<file path="src/shared/shift_unit_pkg.sv">
// Package for the microcore shift unit: opcode prefixes, field positions, widths.
// Assumes a 16-bit instruction word and a 16-bit ALU register file.
package shift_unit_pkg;
   localparam int DATA_WIDTH  = 16;
   localparam int WIDE_WIDTH  = 32;
   localparam int SEL_WIDTH   = 3;
   localparam int CNT_WIDTH   = 16;
   localparam int BYTE_SHIFT  = 8;
   // Opcode prefixes, compared against the upper instruction bits; OP_PROD_TAIL against the low three bits.
   localparam logic [9:0]  OP_PROD_RIGHT_REG  = 10'h0E4;  // 0011100100
   localparam logic [8:0]  OP_PROD_RIGHT_IMM  = 9'h070;   // 001110000
   localparam logic [2:0]  OP_PROD_TAIL       = 3'h5;     // 101
   localparam logic [9:0]  OP_LEFT_REG        = 10'h0BA;  // 0010111010
   localparam logic [9:0]  OP_LEFT_SIGNED_REG = 10'h0B8;  // 0010111000
   localparam logic [9:0]  OP_RIGHT_REG       = 10'h0B9;  // 0010111001
   localparam logic [9:0]  OP_RIGHT_SIGNED_REG= 10'h0B7;  // 0010110111
   localparam logic [8:0]  OP_LEFT_IMM        = 9'h05A;   // 001011010
   localparam logic [8:0]  OP_LEFT_SIGNED_IMM = 9'h058;   // 001011000
   localparam logic [8:0]  OP_RIGHT_IMM       = 9'h059;   // 001011001
   localparam logic [12:0] OP_LEFT_BYTE       = 13'h05DF; // 0010111011111
   localparam logic [12:0] OP_RIGHT_BYTE      = 13'h05DE; // 0010111011110
   // Field positions inside the instruction word.
   localparam int IMM_LSB    = 3;
   localparam int AMT_LSB    = 3;
   localparam int TGT_LSB    = 0;
   // Reset values.
   localparam logic [DATA_WIDTH-1:0] RESET_DATA = 16'h0000;
   localparam logic [CNT_WIDTH-1:0]  RESET_CNT  = 16'h0000;
   // Kind of shift being run.
   typedef enum logic [2:0] {
      K_NONE, K_PROD_RIGHT, K_LEFT, K_LEFT_SIGNED, K_RIGHT, K_RIGHT_SIGNED
   } shift_kind_t;
endpackage : shift_unit_pkg

</file>
<file path="src/logic/microcore_shift_unit.sv">
// Shift unit of a microcore ALU: decodes shift instructions and runs them.
// Assumes the sequencer holds i_instr_valid for one cycle per instruction and
// waits for o_done before issuing the next one; operand values come from the
// register file on the same clock, selected by o_amount_sel and o_target_sel.
// Summary of operation
// RULE_01: Product pair is high half over low half.
// RULE_02: Product right shift by register, cycle per bit.
// RULE_03: Product right shift by immediate, cycle per bit.
// RULE_04: Right shifts update shift-out and precision-loss flags.
// RULE_05: Left shifts update shift-out and overflow flags.
// RULE_06: Left shift by register, cycle per bit.
// RULE_07: Right shift by register, cycle per bit.
// RULE_08: Byte shifts move eight bits in one cycle.
// RULE_09: Immediate shifts take cycles equal to amount.
// RULE_10: Signed shifts keep the sign bit.
// RULE_11: Register operands are 3-bit ALU set selects.
// RULE_12: Decode product right shift register and immediate forms.
// RULE_13: Decode the four register-amount shift prefixes.
// RULE_14: Decode the three immediate shift prefixes.
// RULE_15: Decode the two byte shift prefixes.
// RULE_16: Zero fill, signed right fills with sign.
`timescale 1ns/1ps
module microcore_shift_unit (
   input  wire logic                                i_clock,
   input  wire logic                                i_reset_n,
   input  wire logic                                i_instr_valid,
   input  wire logic [15:0]                         i_instr,
   input  wire logic [shift_unit_pkg::DATA_WIDTH-1:0] i_amount_value,
   input  wire logic [shift_unit_pkg::DATA_WIDTH-1:0] i_target_value,
   input  wire logic [shift_unit_pkg::DATA_WIDTH-1:0] i_product_high_half,
   input  wire logic [shift_unit_pkg::DATA_WIDTH-1:0] i_product_low_half,
   output logic [shift_unit_pkg::SEL_WIDTH-1:0]     o_amount_sel,
   output logic [shift_unit_pkg::SEL_WIDTH-1:0]     o_target_sel,
   output logic                                     o_busy,
   output logic                                     o_done,
   output logic                                     o_write_alu,
   output logic                                     o_write_product,
   output logic [shift_unit_pkg::DATA_WIDTH-1:0]    o_result,
   output logic [shift_unit_pkg::DATA_WIDTH-1:0]    o_product_high_half,
   output logic [shift_unit_pkg::DATA_WIDTH-1:0]    o_product_low_half,
   output logic                                     o_flag_write,
   output logic                                     o_shift_out_flag,
   output logic                                     o_shift_overflow_flag,
   output logic                                     o_precision_loss_flag
);
   import shift_unit_pkg::*;

   typedef enum logic [1:0] {S_IDLE, S_FETCH, S_SHIFT} phase_t;

   typedef struct packed {
      phase_t                  phase;
      shift_kind_t             kind;
      logic                    use_reg_amount;
      logic                    byte_op;
      logic [CNT_WIDTH-1:0]    count;
      logic [WIDE_WIDTH-1:0]   work;
      logic                    out_bit;
      logic                    ovf;
      logic                    loss;
      logic [SEL_WIDTH-1:0]    amount_sel;
      logic [SEL_WIDTH-1:0]    target_sel;
      logic                    busy;
      logic                    done;
      logic                    write_alu;
      logic                    write_product;
      logic [DATA_WIDTH-1:0]   result;
      logic [DATA_WIDTH-1:0]   prod_hi;
      logic [DATA_WIDTH-1:0]   prod_lo;
      logic                    flag_write;
      logic                    flag_out;
      logic                    flag_ovf;
      logic                    flag_loss;
   } state_t;

   state_t state_reg;
   state_t state_next;

   // One shift position of a 16-bit ALU value, with fill per signedness.
   function automatic logic [DATA_WIDTH-1:0] step16(input logic [DATA_WIDTH-1:0] v,
                                                    input shift_kind_t k);
      case (k)
         K_LEFT:         step16 = {v[DATA_WIDTH-2:0], 1'b0};                        // see RULE_16
         K_LEFT_SIGNED:  step16 = {v[DATA_WIDTH-1], v[DATA_WIDTH-3:0], 1'b0};       // see RULE_10
         K_RIGHT:        step16 = {1'b0, v[DATA_WIDTH-1:1]};                        // see RULE_16
         K_RIGHT_SIGNED: step16 = {v[DATA_WIDTH-1], v[DATA_WIDTH-1], v[DATA_WIDTH-2:1]}; // see RULE_10
         default:        step16 = v;
      endcase
   endfunction : step16

   // The bit that leaves the value on one shift position.
   function automatic logic lost_bit(input logic [WIDE_WIDTH-1:0] w, input shift_kind_t k);
      case (k)
         K_LEFT:        lost_bit = w[DATA_WIDTH-1];
         K_LEFT_SIGNED: lost_bit = w[DATA_WIDTH-2];
         default:       lost_bit = w[0];
      endcase
   endfunction : lost_bit

   // Decode, sequencing and flag tracking.
   always_comb begin
      logic [15:0] ins;
      logic        is_left;
      ins = i_instr;
      is_left = (state_reg.kind == K_LEFT) || (state_reg.kind == K_LEFT_SIGNED);
      state_next = state_reg;
      state_next.done = 1'b0;
      state_next.write_alu = 1'b0;
      state_next.write_product = 1'b0;
      state_next.flag_write = 1'b0;
      case (state_reg.phase)
         S_IDLE: begin
            if (i_instr_valid) begin
               state_next.out_bit = 1'b0;
               state_next.ovf = 1'b0;
               state_next.loss = 1'b0;
               state_next.use_reg_amount = 1'b0;
               state_next.byte_op = 1'b0;
               state_next.kind = K_NONE;
               state_next.amount_sel = ins[AMT_LSB +: SEL_WIDTH];           // see RULE_11
               state_next.target_sel = ins[TGT_LSB +: SEL_WIDTH];           // see RULE_11
               state_next.count = {12'h000, ins[IMM_LSB +: 4]};
               if (ins[15:6] == OP_PROD_RIGHT_REG && ins[2:0] == OP_PROD_TAIL) begin // see RULE_12
                  state_next.kind = K_PROD_RIGHT;
                  state_next.use_reg_amount = 1'b1;
               end else if (ins[15:7] == OP_PROD_RIGHT_IMM && ins[2:0] == OP_PROD_TAIL) begin // see RULE_12
                  state_next.kind = K_PROD_RIGHT;
               end else if (ins[15:3] == OP_LEFT_BYTE) begin                // see RULE_15
                  state_next.kind = K_LEFT;
                  state_next.byte_op = 1'b1;
                  state_next.count = CNT_WIDTH'(BYTE_SHIFT);
               end else if (ins[15:3] == OP_RIGHT_BYTE) begin               // see RULE_15
                  state_next.kind = K_RIGHT;
                  state_next.byte_op = 1'b1;
                  state_next.count = CNT_WIDTH'(BYTE_SHIFT);
               end else begin
                  state_next.use_reg_amount = 1'b1;
                  case (ins[15:6])                                           // see RULE_13
                     OP_LEFT_REG:         state_next.kind = K_LEFT;
                     OP_LEFT_SIGNED_REG:  state_next.kind = K_LEFT_SIGNED;
                     OP_RIGHT_REG:        state_next.kind = K_RIGHT;
                     OP_RIGHT_SIGNED_REG: state_next.kind = K_RIGHT_SIGNED;
                     default: begin
                        state_next.use_reg_amount = 1'b0;
                        case (ins[15:7])                                     // see RULE_14
                           OP_LEFT_IMM:        state_next.kind = K_LEFT;
                           OP_LEFT_SIGNED_IMM: state_next.kind = K_LEFT_SIGNED;
                           OP_RIGHT_IMM:       state_next.kind = K_RIGHT;
                           default:            state_next.kind = K_NONE;
                        endcase
                     end
                  endcase
               end
               if (state_next.kind != K_NONE) begin
                  state_next.phase = S_FETCH;
                  state_next.busy = 1'b1;
               end
            end
         end
         S_FETCH: begin
            // Operand selects have been out one cycle; latch values now.
            if (state_reg.kind == K_PROD_RIGHT) begin
               state_next.work = {i_product_high_half, i_product_low_half}; // see RULE_01
            end else begin
               state_next.work = {16'h0000, i_target_value};
            end
            if (state_reg.use_reg_amount) begin
               state_next.count = i_amount_value;                          // see RULE_02, RULE_06, RULE_07
            end
            if (state_reg.count == CNT_WIDTH'(BYTE_SHIFT) && !state_reg.use_reg_amount
                && state_reg.kind != K_PROD_RIGHT && state_reg.kind != K_LEFT_SIGNED
                && state_reg.kind != K_RIGHT_SIGNED && state_reg.byte_op) begin
               // Byte shift: eight positions in one cycle.              // see RULE_08
               state_next.work = (state_reg.kind == K_LEFT)
                  ? {16'h0000, i_target_value[7:0], 8'h00}
                  : {16'h0000, 8'h00, i_target_value[15:8]};
               state_next.out_bit = (state_reg.kind == K_LEFT) ? i_target_value[8]
                                                               : i_target_value[7];
               state_next.ovf = (state_reg.kind == K_LEFT) && (i_target_value[15:8] != 8'h00);
               state_next.loss = (state_reg.kind == K_RIGHT) && (i_target_value[7:0] != 8'h00);
               state_next.count = RESET_CNT;
            end
            state_next.phase = S_SHIFT;
         end
         S_SHIFT: begin
            if (state_reg.count != RESET_CNT) begin
               // One position per cycle.                                 // see RULE_02, RULE_03, RULE_09
               state_next.out_bit = lost_bit(state_reg.work, state_reg.kind);
               if (is_left) begin
                  state_next.ovf = state_reg.ovf | lost_bit(state_reg.work, state_reg.kind);
               end else begin
                  state_next.loss = state_reg.loss | state_reg.work[0];
               end
               if (state_reg.kind == K_PROD_RIGHT) begin
                  state_next.work = {1'b0, state_reg.work[WIDE_WIDTH-1:1]};  // see RULE_16
               end else begin
                  state_next.work = {16'h0000, step16(state_reg.work[DATA_WIDTH-1:0],
                                                       state_reg.kind)};
               end
               state_next.count = state_reg.count - 16'h0001;
            end else begin
               state_next.phase = S_IDLE;
               state_next.busy = 1'b0;
               state_next.done = 1'b1;
               state_next.flag_write = 1'b1;                                 // see RULE_04, RULE_05
               state_next.flag_out = state_reg.out_bit;
               state_next.flag_ovf = is_left ? state_reg.ovf : state_reg.flag_ovf;
               state_next.flag_loss = is_left ? state_reg.flag_loss : state_reg.loss;
               if (state_reg.kind == K_PROD_RIGHT) begin
                  state_next.write_product = 1'b1;
                  state_next.prod_hi = state_reg.work[WIDE_WIDTH-1:DATA_WIDTH];
                  state_next.prod_lo = state_reg.work[DATA_WIDTH-1:0];
               end else begin
                  state_next.write_alu = 1'b1;
                  state_next.result = state_reg.work[DATA_WIDTH-1:0];
               end
            end
         end
         default: begin
            state_next.phase = S_IDLE;
            state_next.busy = 1'b0;
         end
      endcase
   end

   // State registers.
   always_ff @(posedge i_clock or negedge i_reset_n) begin
      if (!i_reset_n) begin
         state_reg <= '0;
      end else begin
         state_reg <= state_next;
      end
   end

   assign o_amount_sel = state_reg.amount_sel;
   assign o_target_sel = state_reg.target_sel;
   assign o_busy = state_reg.busy;
   assign o_done = state_reg.done;
   assign o_write_alu = state_reg.write_alu;
   assign o_write_product = state_reg.write_product;
   assign o_result = state_reg.result;
   assign o_product_high_half = state_reg.prod_hi;
   assign o_product_low_half = state_reg.prod_lo;
   assign o_flag_write = state_reg.flag_write;
   assign o_shift_out_flag = state_reg.flag_out;
   assign o_shift_overflow_flag = state_reg.flag_ovf;
   assign o_precision_loss_flag = state_reg.flag_loss;
endmodule : microcore_shift_unit

</file>
<file path="config.mk">
export PLATFORM = sky130hd
export DESIGN_NAME = microcore_shift_unit
export DESIGN_NICKNAME = d
export VERILOG_FILES = /design/src/shared/shift_unit_pkg.sv /design/src/logic/microcore_shift_unit.sv
export SDC_FILE = /design/constraint.sdc
export NUM_CORES = 1
export LEC_CHECK = 0
export ABC_AREA = 1
export BUFFER_PORTS_ARGS = -buffer_cell sky130_fd_sc_hd__buf_4
export CAP_MARGIN = 20
export CORE_MARGIN = 5
export CORE_UTILIZATION = 56
export CTS_CLUSTER_SIZE = 24
export DETAILED_ROUTE_END_ITERATION = 10
export PLACE_DENSITY = 0.85
export SYNTH_ARGS = -nofsm -noshare
export SYNTH_HDL_FRONTEND = slang
export SYNTH_SLANG_ARGS = --single-unit
</file>
<file path="constraint.sdc">
create_clock -name i_clock -period 2.6 [get_ports i_clock]
set_input_delay 0.13 -clock i_clock [delete_from_list [all_inputs] [get_ports i_clock]]
set_output_delay 0.13 -clock i_clock [all_outputs]
set_load 0.005 [all_outputs]
</file>
Word-level counts from Yosys, hierarchy flattened. Cells that the tools add are included.

Input port bits: 83. Output and inout bits: 62. Logic and storage cells: 147. Flip-flop bits (word level): 120.

Mux-type cells: 47. Reduce and logical (&&, ||, !) cells: 34. Add/sub/neg operators: 1. Bitwise gates (word level): 6. Eq/ne operators: 35.

Operators by type and width (number): two-way mux 51 bit (2); two-way mux 32 bit (2); case mux 16 bit (4 select lines) (1); case mux 32 bit (2 select lines) (1); two-way mux 56 bit (1); two-way mux 55 bit (1); two-way mux 17 bit (3); equality test 10 x 8 -> 1 bit (second input constant) (5); two-way mux 16 bit (3); case mux 16 bit (3 select lines) (1); equality test 9 x 7 -> 1 bit (second input constant) (4); two-way mux 31 bit (1); equality test 13 x 11 -> 1 bit (second input constant) (2); two-way mux 23 bit (1); two-way mux 18 bit (1); case mux 3 bit (3 select lines) (2); AND reduction 3 bit (6); equality test 16 x 4 -> 1 bit (second input constant) (1); nonzero test 16 bit (1); nonzero test 8 bit (2); subtractor 16 x 1 -> 16 bit (second input constant) (1); AND reduction 5 bit (3); two-way mux 1 bit (14); inequality test 2 bit (second input constant) (7); 29 further kinds (57).

Logic depth before layout (Yosys ltp).
Depth after elaboration: 13. Gate-level depth with buffers: 12.

Least setup slack after synthesis. No wires, ideal clock.

Kind: reg-to-reg. Start point: register state_reg[97] in the netlist's numbering. End point: register state_reg[63] in the netlist's numbering. Buffers on the path: 1. Setup slack: 0.729 ns. Period minus slack after synthesis: 1.871 ns. Setup time: 0.117 ns. Arrival: 1.754 ns. Cell stages (with the launch flop): 13. Cells stage by stage: dfrtp_1 inv_1 ha_1 nand2_1 nor3_4 nand4_4 nand2_4 inv_2 buf_2 nor2_2 nand2_1 nand2_1 nand2_1.

Cells in the longest elaborated chain, start to end: 8. Elaborated cells on any way between the ends: 10.

RTL lines: from (decl) (RTL line microcore_shift_unit.sv:75) `state_t state_reg;`; from (signal assigned) (RTL line microcore_shift_unit.sv:230) `state_reg <= state_next;`; equality test 16 x 4 -> 1 bit (RTL line microcore_shift_unit.sv:169) `if (state_reg.count == CNT_WIDTH'(BYTE_SHIFT) && !state_reg.use_reg_amount`; logical AND 1 bit (RTL line microcore_shift_unit.sv:169); logical AND 1 bit (2 in series) (RTL line microcore_shift_unit.sv:170) `&& state_reg.kind != K_PROD_RIGHT && state_reg.kind != K_LEFT_SIGNED`; logical AND 1 bit (2 in series) (RTL line microcore_shift_unit.sv:171) `&& state_reg.kind != K_RIGHT_SIGNED && state_reg.byte_op) begin`; inequality test 2 bit (no source line); AND reduction 5 bit (no source line) *.

Mark *: on every way between the ends. The rest lies on a longest branch, timed or not. A chain may end at the register's enable or synchronous reset.

Worst setup path after layout.
Start point: register state_reg[97] in the netlist's numbering. End point: register state_reg[105] in the netlist's numbering.

Cells in the longest elaborated chain, start to end: 8. Elaborated cells on any way between the ends: 14.

RTL lines: parallel branches: the longest is 8 deep, another holds subtractor 16 x 1 -> 16 bit.

Parallel ways; which one is timed is not known. The select of a mux whose other input is x is not followed.

==> results.yml <==
grt:
  grt_overflow_total: 0
  grt_max_degree: 65
  grt_use_total: 0.264
  grt_pass1_wl_um: 31300
  antenna_found_initial: 0
  grt_pass1_vias: 6502
worst_setup_path:
  crit_path_start_kind: "flop"
  timing.rr.end: "state_reg[105]"
  path_depth: 9
  crit_family: "compound AO/OA/AOI/OAI gates"
  critical_path_arrival_ns: 2.51
  cp_slowest_cell: "a21oi_4"
  cp-end-kind: "flop"
  endpoint: "state_reg[105]"
  rr_worst_depth: 9
  r2r-start: "state_reg[97]"
  rrSetupSlack_ns: 0.37
  critPathMaxStageDelay_ns: 0.46
  required_ns: 2.87
  startpoint: "state_reg[97]"
  critPathKind: "reg -> reg"
  cp_num_buf_inv: 2
  cp_max_fo: 19
  path_cells: "inv_1 > ha_1 > nand2_1 > nor3_4 > nand4_4 > nand2_4 > inv_2 > a21oi_4 > o21ai_0"
routing:
  wl_per_cell_um: 14.9
  drtIter0Drc: 606
  drtAntennaViolNets: 0
  dr_total_vias: 6850
  wl_um: 18900
  drt-pass1-iter-count: 7
  via_per_inst: 5.42
  drc: 0
finish:
  drive_gt1_frac: 0.203
  final_nets: 1170
  largest_reg_flops: 58
  synthToLayoutAreaGrowth_pct: 22.0
  n_fill_cell: 1074
synth:
  synth_flop_cell: "dfrtp_1"
  ys_ff_latch: 119
  synth_top_area_frac: 0.421
  synth_cells: 982
  async_flop_share: 1.00
  ys_warn_count: 0
  synth.cell_area_um2: 7070
  synthTopCellsByCount: "299 x nand2_1, 119 x dfrtp_1, 88 x o21ai_0"
  synth_area_leaders: "dfrtp_1 42%, nand2_1 16%, o21ai_0 6.2%"
  synth.most_common_cell: "nand2_1"
  synth_edf_count: 0
  synth_fp_nets: 1071
  seq_area_frac_synth: 0.421
  syn_area_per_cell_um2: 7.20
  synth_top_area_cell: "dfrtp_1"
  yosysUniqueCellTypes: 39
clock_tree:
  cts_max_path_buffers: 2
  cts_resized: 0
  post_cts_buffers: 0
  cts_tree: "yes"
  clk_pin_slew_worst_paths_ns: 0.05
  clock-root-buffer: "clkbuf_16"
  cts_made_buffers: 17
  clock_latency_ns: 0.42
  clkSinkCount: 119
  h-tree-depth: 4
placed_design:
  dp_hpwl_um: 13500
  place.gp.congestion: 0.899
  place_ws_ns: 0.414
  port_buffers: 144
floorplan:
  num_rows: 41
  start_util: 0.565
  die_x_um: 122
  fp.dieArea_um2: 15000
  die-height_um: 122
  ioPinCount: 145
  core_region_area_um2: 12500
sta:
  setup_viol: 0
  fin_worst_skew_ns: 0.00492
  tightest_slew_ns: 0.736
  fmax_ghz: 0.448
  maxSlewViolCount: 0
  rsz0062_at_grt: "no"
  hold_violations: 0
  finalSetupTns_ns: 0
  finalCritPeriodShare: 0.859
  min_period_ns: 2.23
  fin_ws_ns: 0.366
  relSlewSlack: 0.509
run_status:
  outcome: "finished clean"
power_and_ir_drop:
  power.switching_mw: 3.75
  power_density_nw_per_um2: 1030
  sequentialPowerShare: 0.306
  combPwrFrac: 0.441
  internal_power_mw: 5.16
  total_power_mw: 8.91
  p_leak_nw: 4.45
  pwr-share-clk: 0.253
  swShare: 0.421
  vdd_drop_max_mv: 0.615
run:
  max_cap_violations: 0
worst_hold_path:
  hold_path.class: "in -> reg"
-- layer usage --
metal	up-vias	part of all wire	GRT usage
li1	3346	-	-
met1	3183	0.41	0.340
met2	273	0.49	0.437
met3	48	0.068	0.0525
met4	0	0.025	0.108
met5	-	0	0
-- worst min-delay path by stage --
stage	start	endpoint	slack (ns)	cells after the start
CTS	i_product_high_half[7]	state_reg[88]	0.001	3
floorplan	i_reset_n	o_amount_sel[0]	-0.17	0
finish	i_product_high_half[7]	state_reg[88]	0.01	3
detailed placement	i_reset_n	state_reg[62]	0.24	1
global placement	i_reset_n	state_reg[62]	0.24	1
global route	i_product_high_half[7]	state_reg[88]	0.01	3
-- cell usage in the layout, fill, tap and decap left out, drive strengths merged, types with 11 or more instances in the layout --
| cell | synthesis | layout |
|---|---|---|
| nand2 | 304 | 304 |
| buf | 68 | 166 |
| dfrtp | 119 | 119 |
| o21ai | 96 | 96 |
| inv | 88 | 88 |
| nand3 | 78 | 78 |
| nor2 | 63 | 63 |
| a21oi | 56 | 56 |
| nor3 | 20 | 20 |
| clkbuf | 29 | 20 |
| nand4 | 18 | 18 |
| o22ai | 15 | 15 |
| dlygate4sd3 | 0 | 11 |
-- worst min-delay path: stages --
cell     delay [ns]
buf_4          0.08
a21oi_1        0.06
o22ai_1        0.12
-- power groups by stage --
stage | Sequential [mW] | Clock, mW | Combinational, mW
3_5_place_dp | 2.73 | 0 | 3.82
6_report | 2.72 | 2.26 | 3.93
2_1_floorplan | 2.61 | 0 | 2.94
5_1_grt | 2.78 | 2.38 | 4.44
4_1_cts | 2.71 | 2.28 | 3.87
3_3_place_gp | 2.72 | 0 | 3.72
-- cells by family (layout without fill, tap and decap cells) --
kind of cell	after synthesis	count (layout)	share of synthesized area
other	0	1	0
muxes	2	2	0.00318
adders and majority gates	6	6	0.0106
buffers and inverters	187	297	0.132
and+or+nand+nor	489	489	0.297
DFF	119	119	0.421
AOI/OAI and AO/OA	179	179	0.136
-- per-stage QoR --
step | instances | hold slack, ns | cell area [um2] | utilization
after global routing | 1264 | 0.0132 | 8630 | 0.689
after global placement | 1222 | 0.237 | 7940 | 0.634
after floorplan | 982 | -0.166 | 7070 | -
after CTS | 1263 | 0.00132 | 8610 | 0.688
final | 1265 | 0.0113 | 8630 | 0.689
after detailed placement | 1222 | 0.242 | 7940 | 0.634
-- what timing repair did --
| item | CTS | global route |
|---|---|---|
| hold buffers | 11 | 0 |
| endpoints found under the setup margin | 0 | 0 |
| endpoints found under the hold margin | 62 | 0 |
-- area by class of cell --
cell class / instances / area (um2) / share of cell area
Sequential cell: 119 / 2980 / 0.345
Tap cell: 172 / 215 / 0.0249
Antenna cell: 1 / 2.50 / 0.000290
Multi-Input combinational cell: 676 / 3170 / 0.367
Clock buffer: 20 / 457 / 0.0529
Inverter: 90 / 338 / 0.0392
Timing Repair Buffer: 177 / 1360 / 0.158
Clock inverter: 10 / 105 / 0.0122
Note: power is estimated with default switching activity, not from simulation.
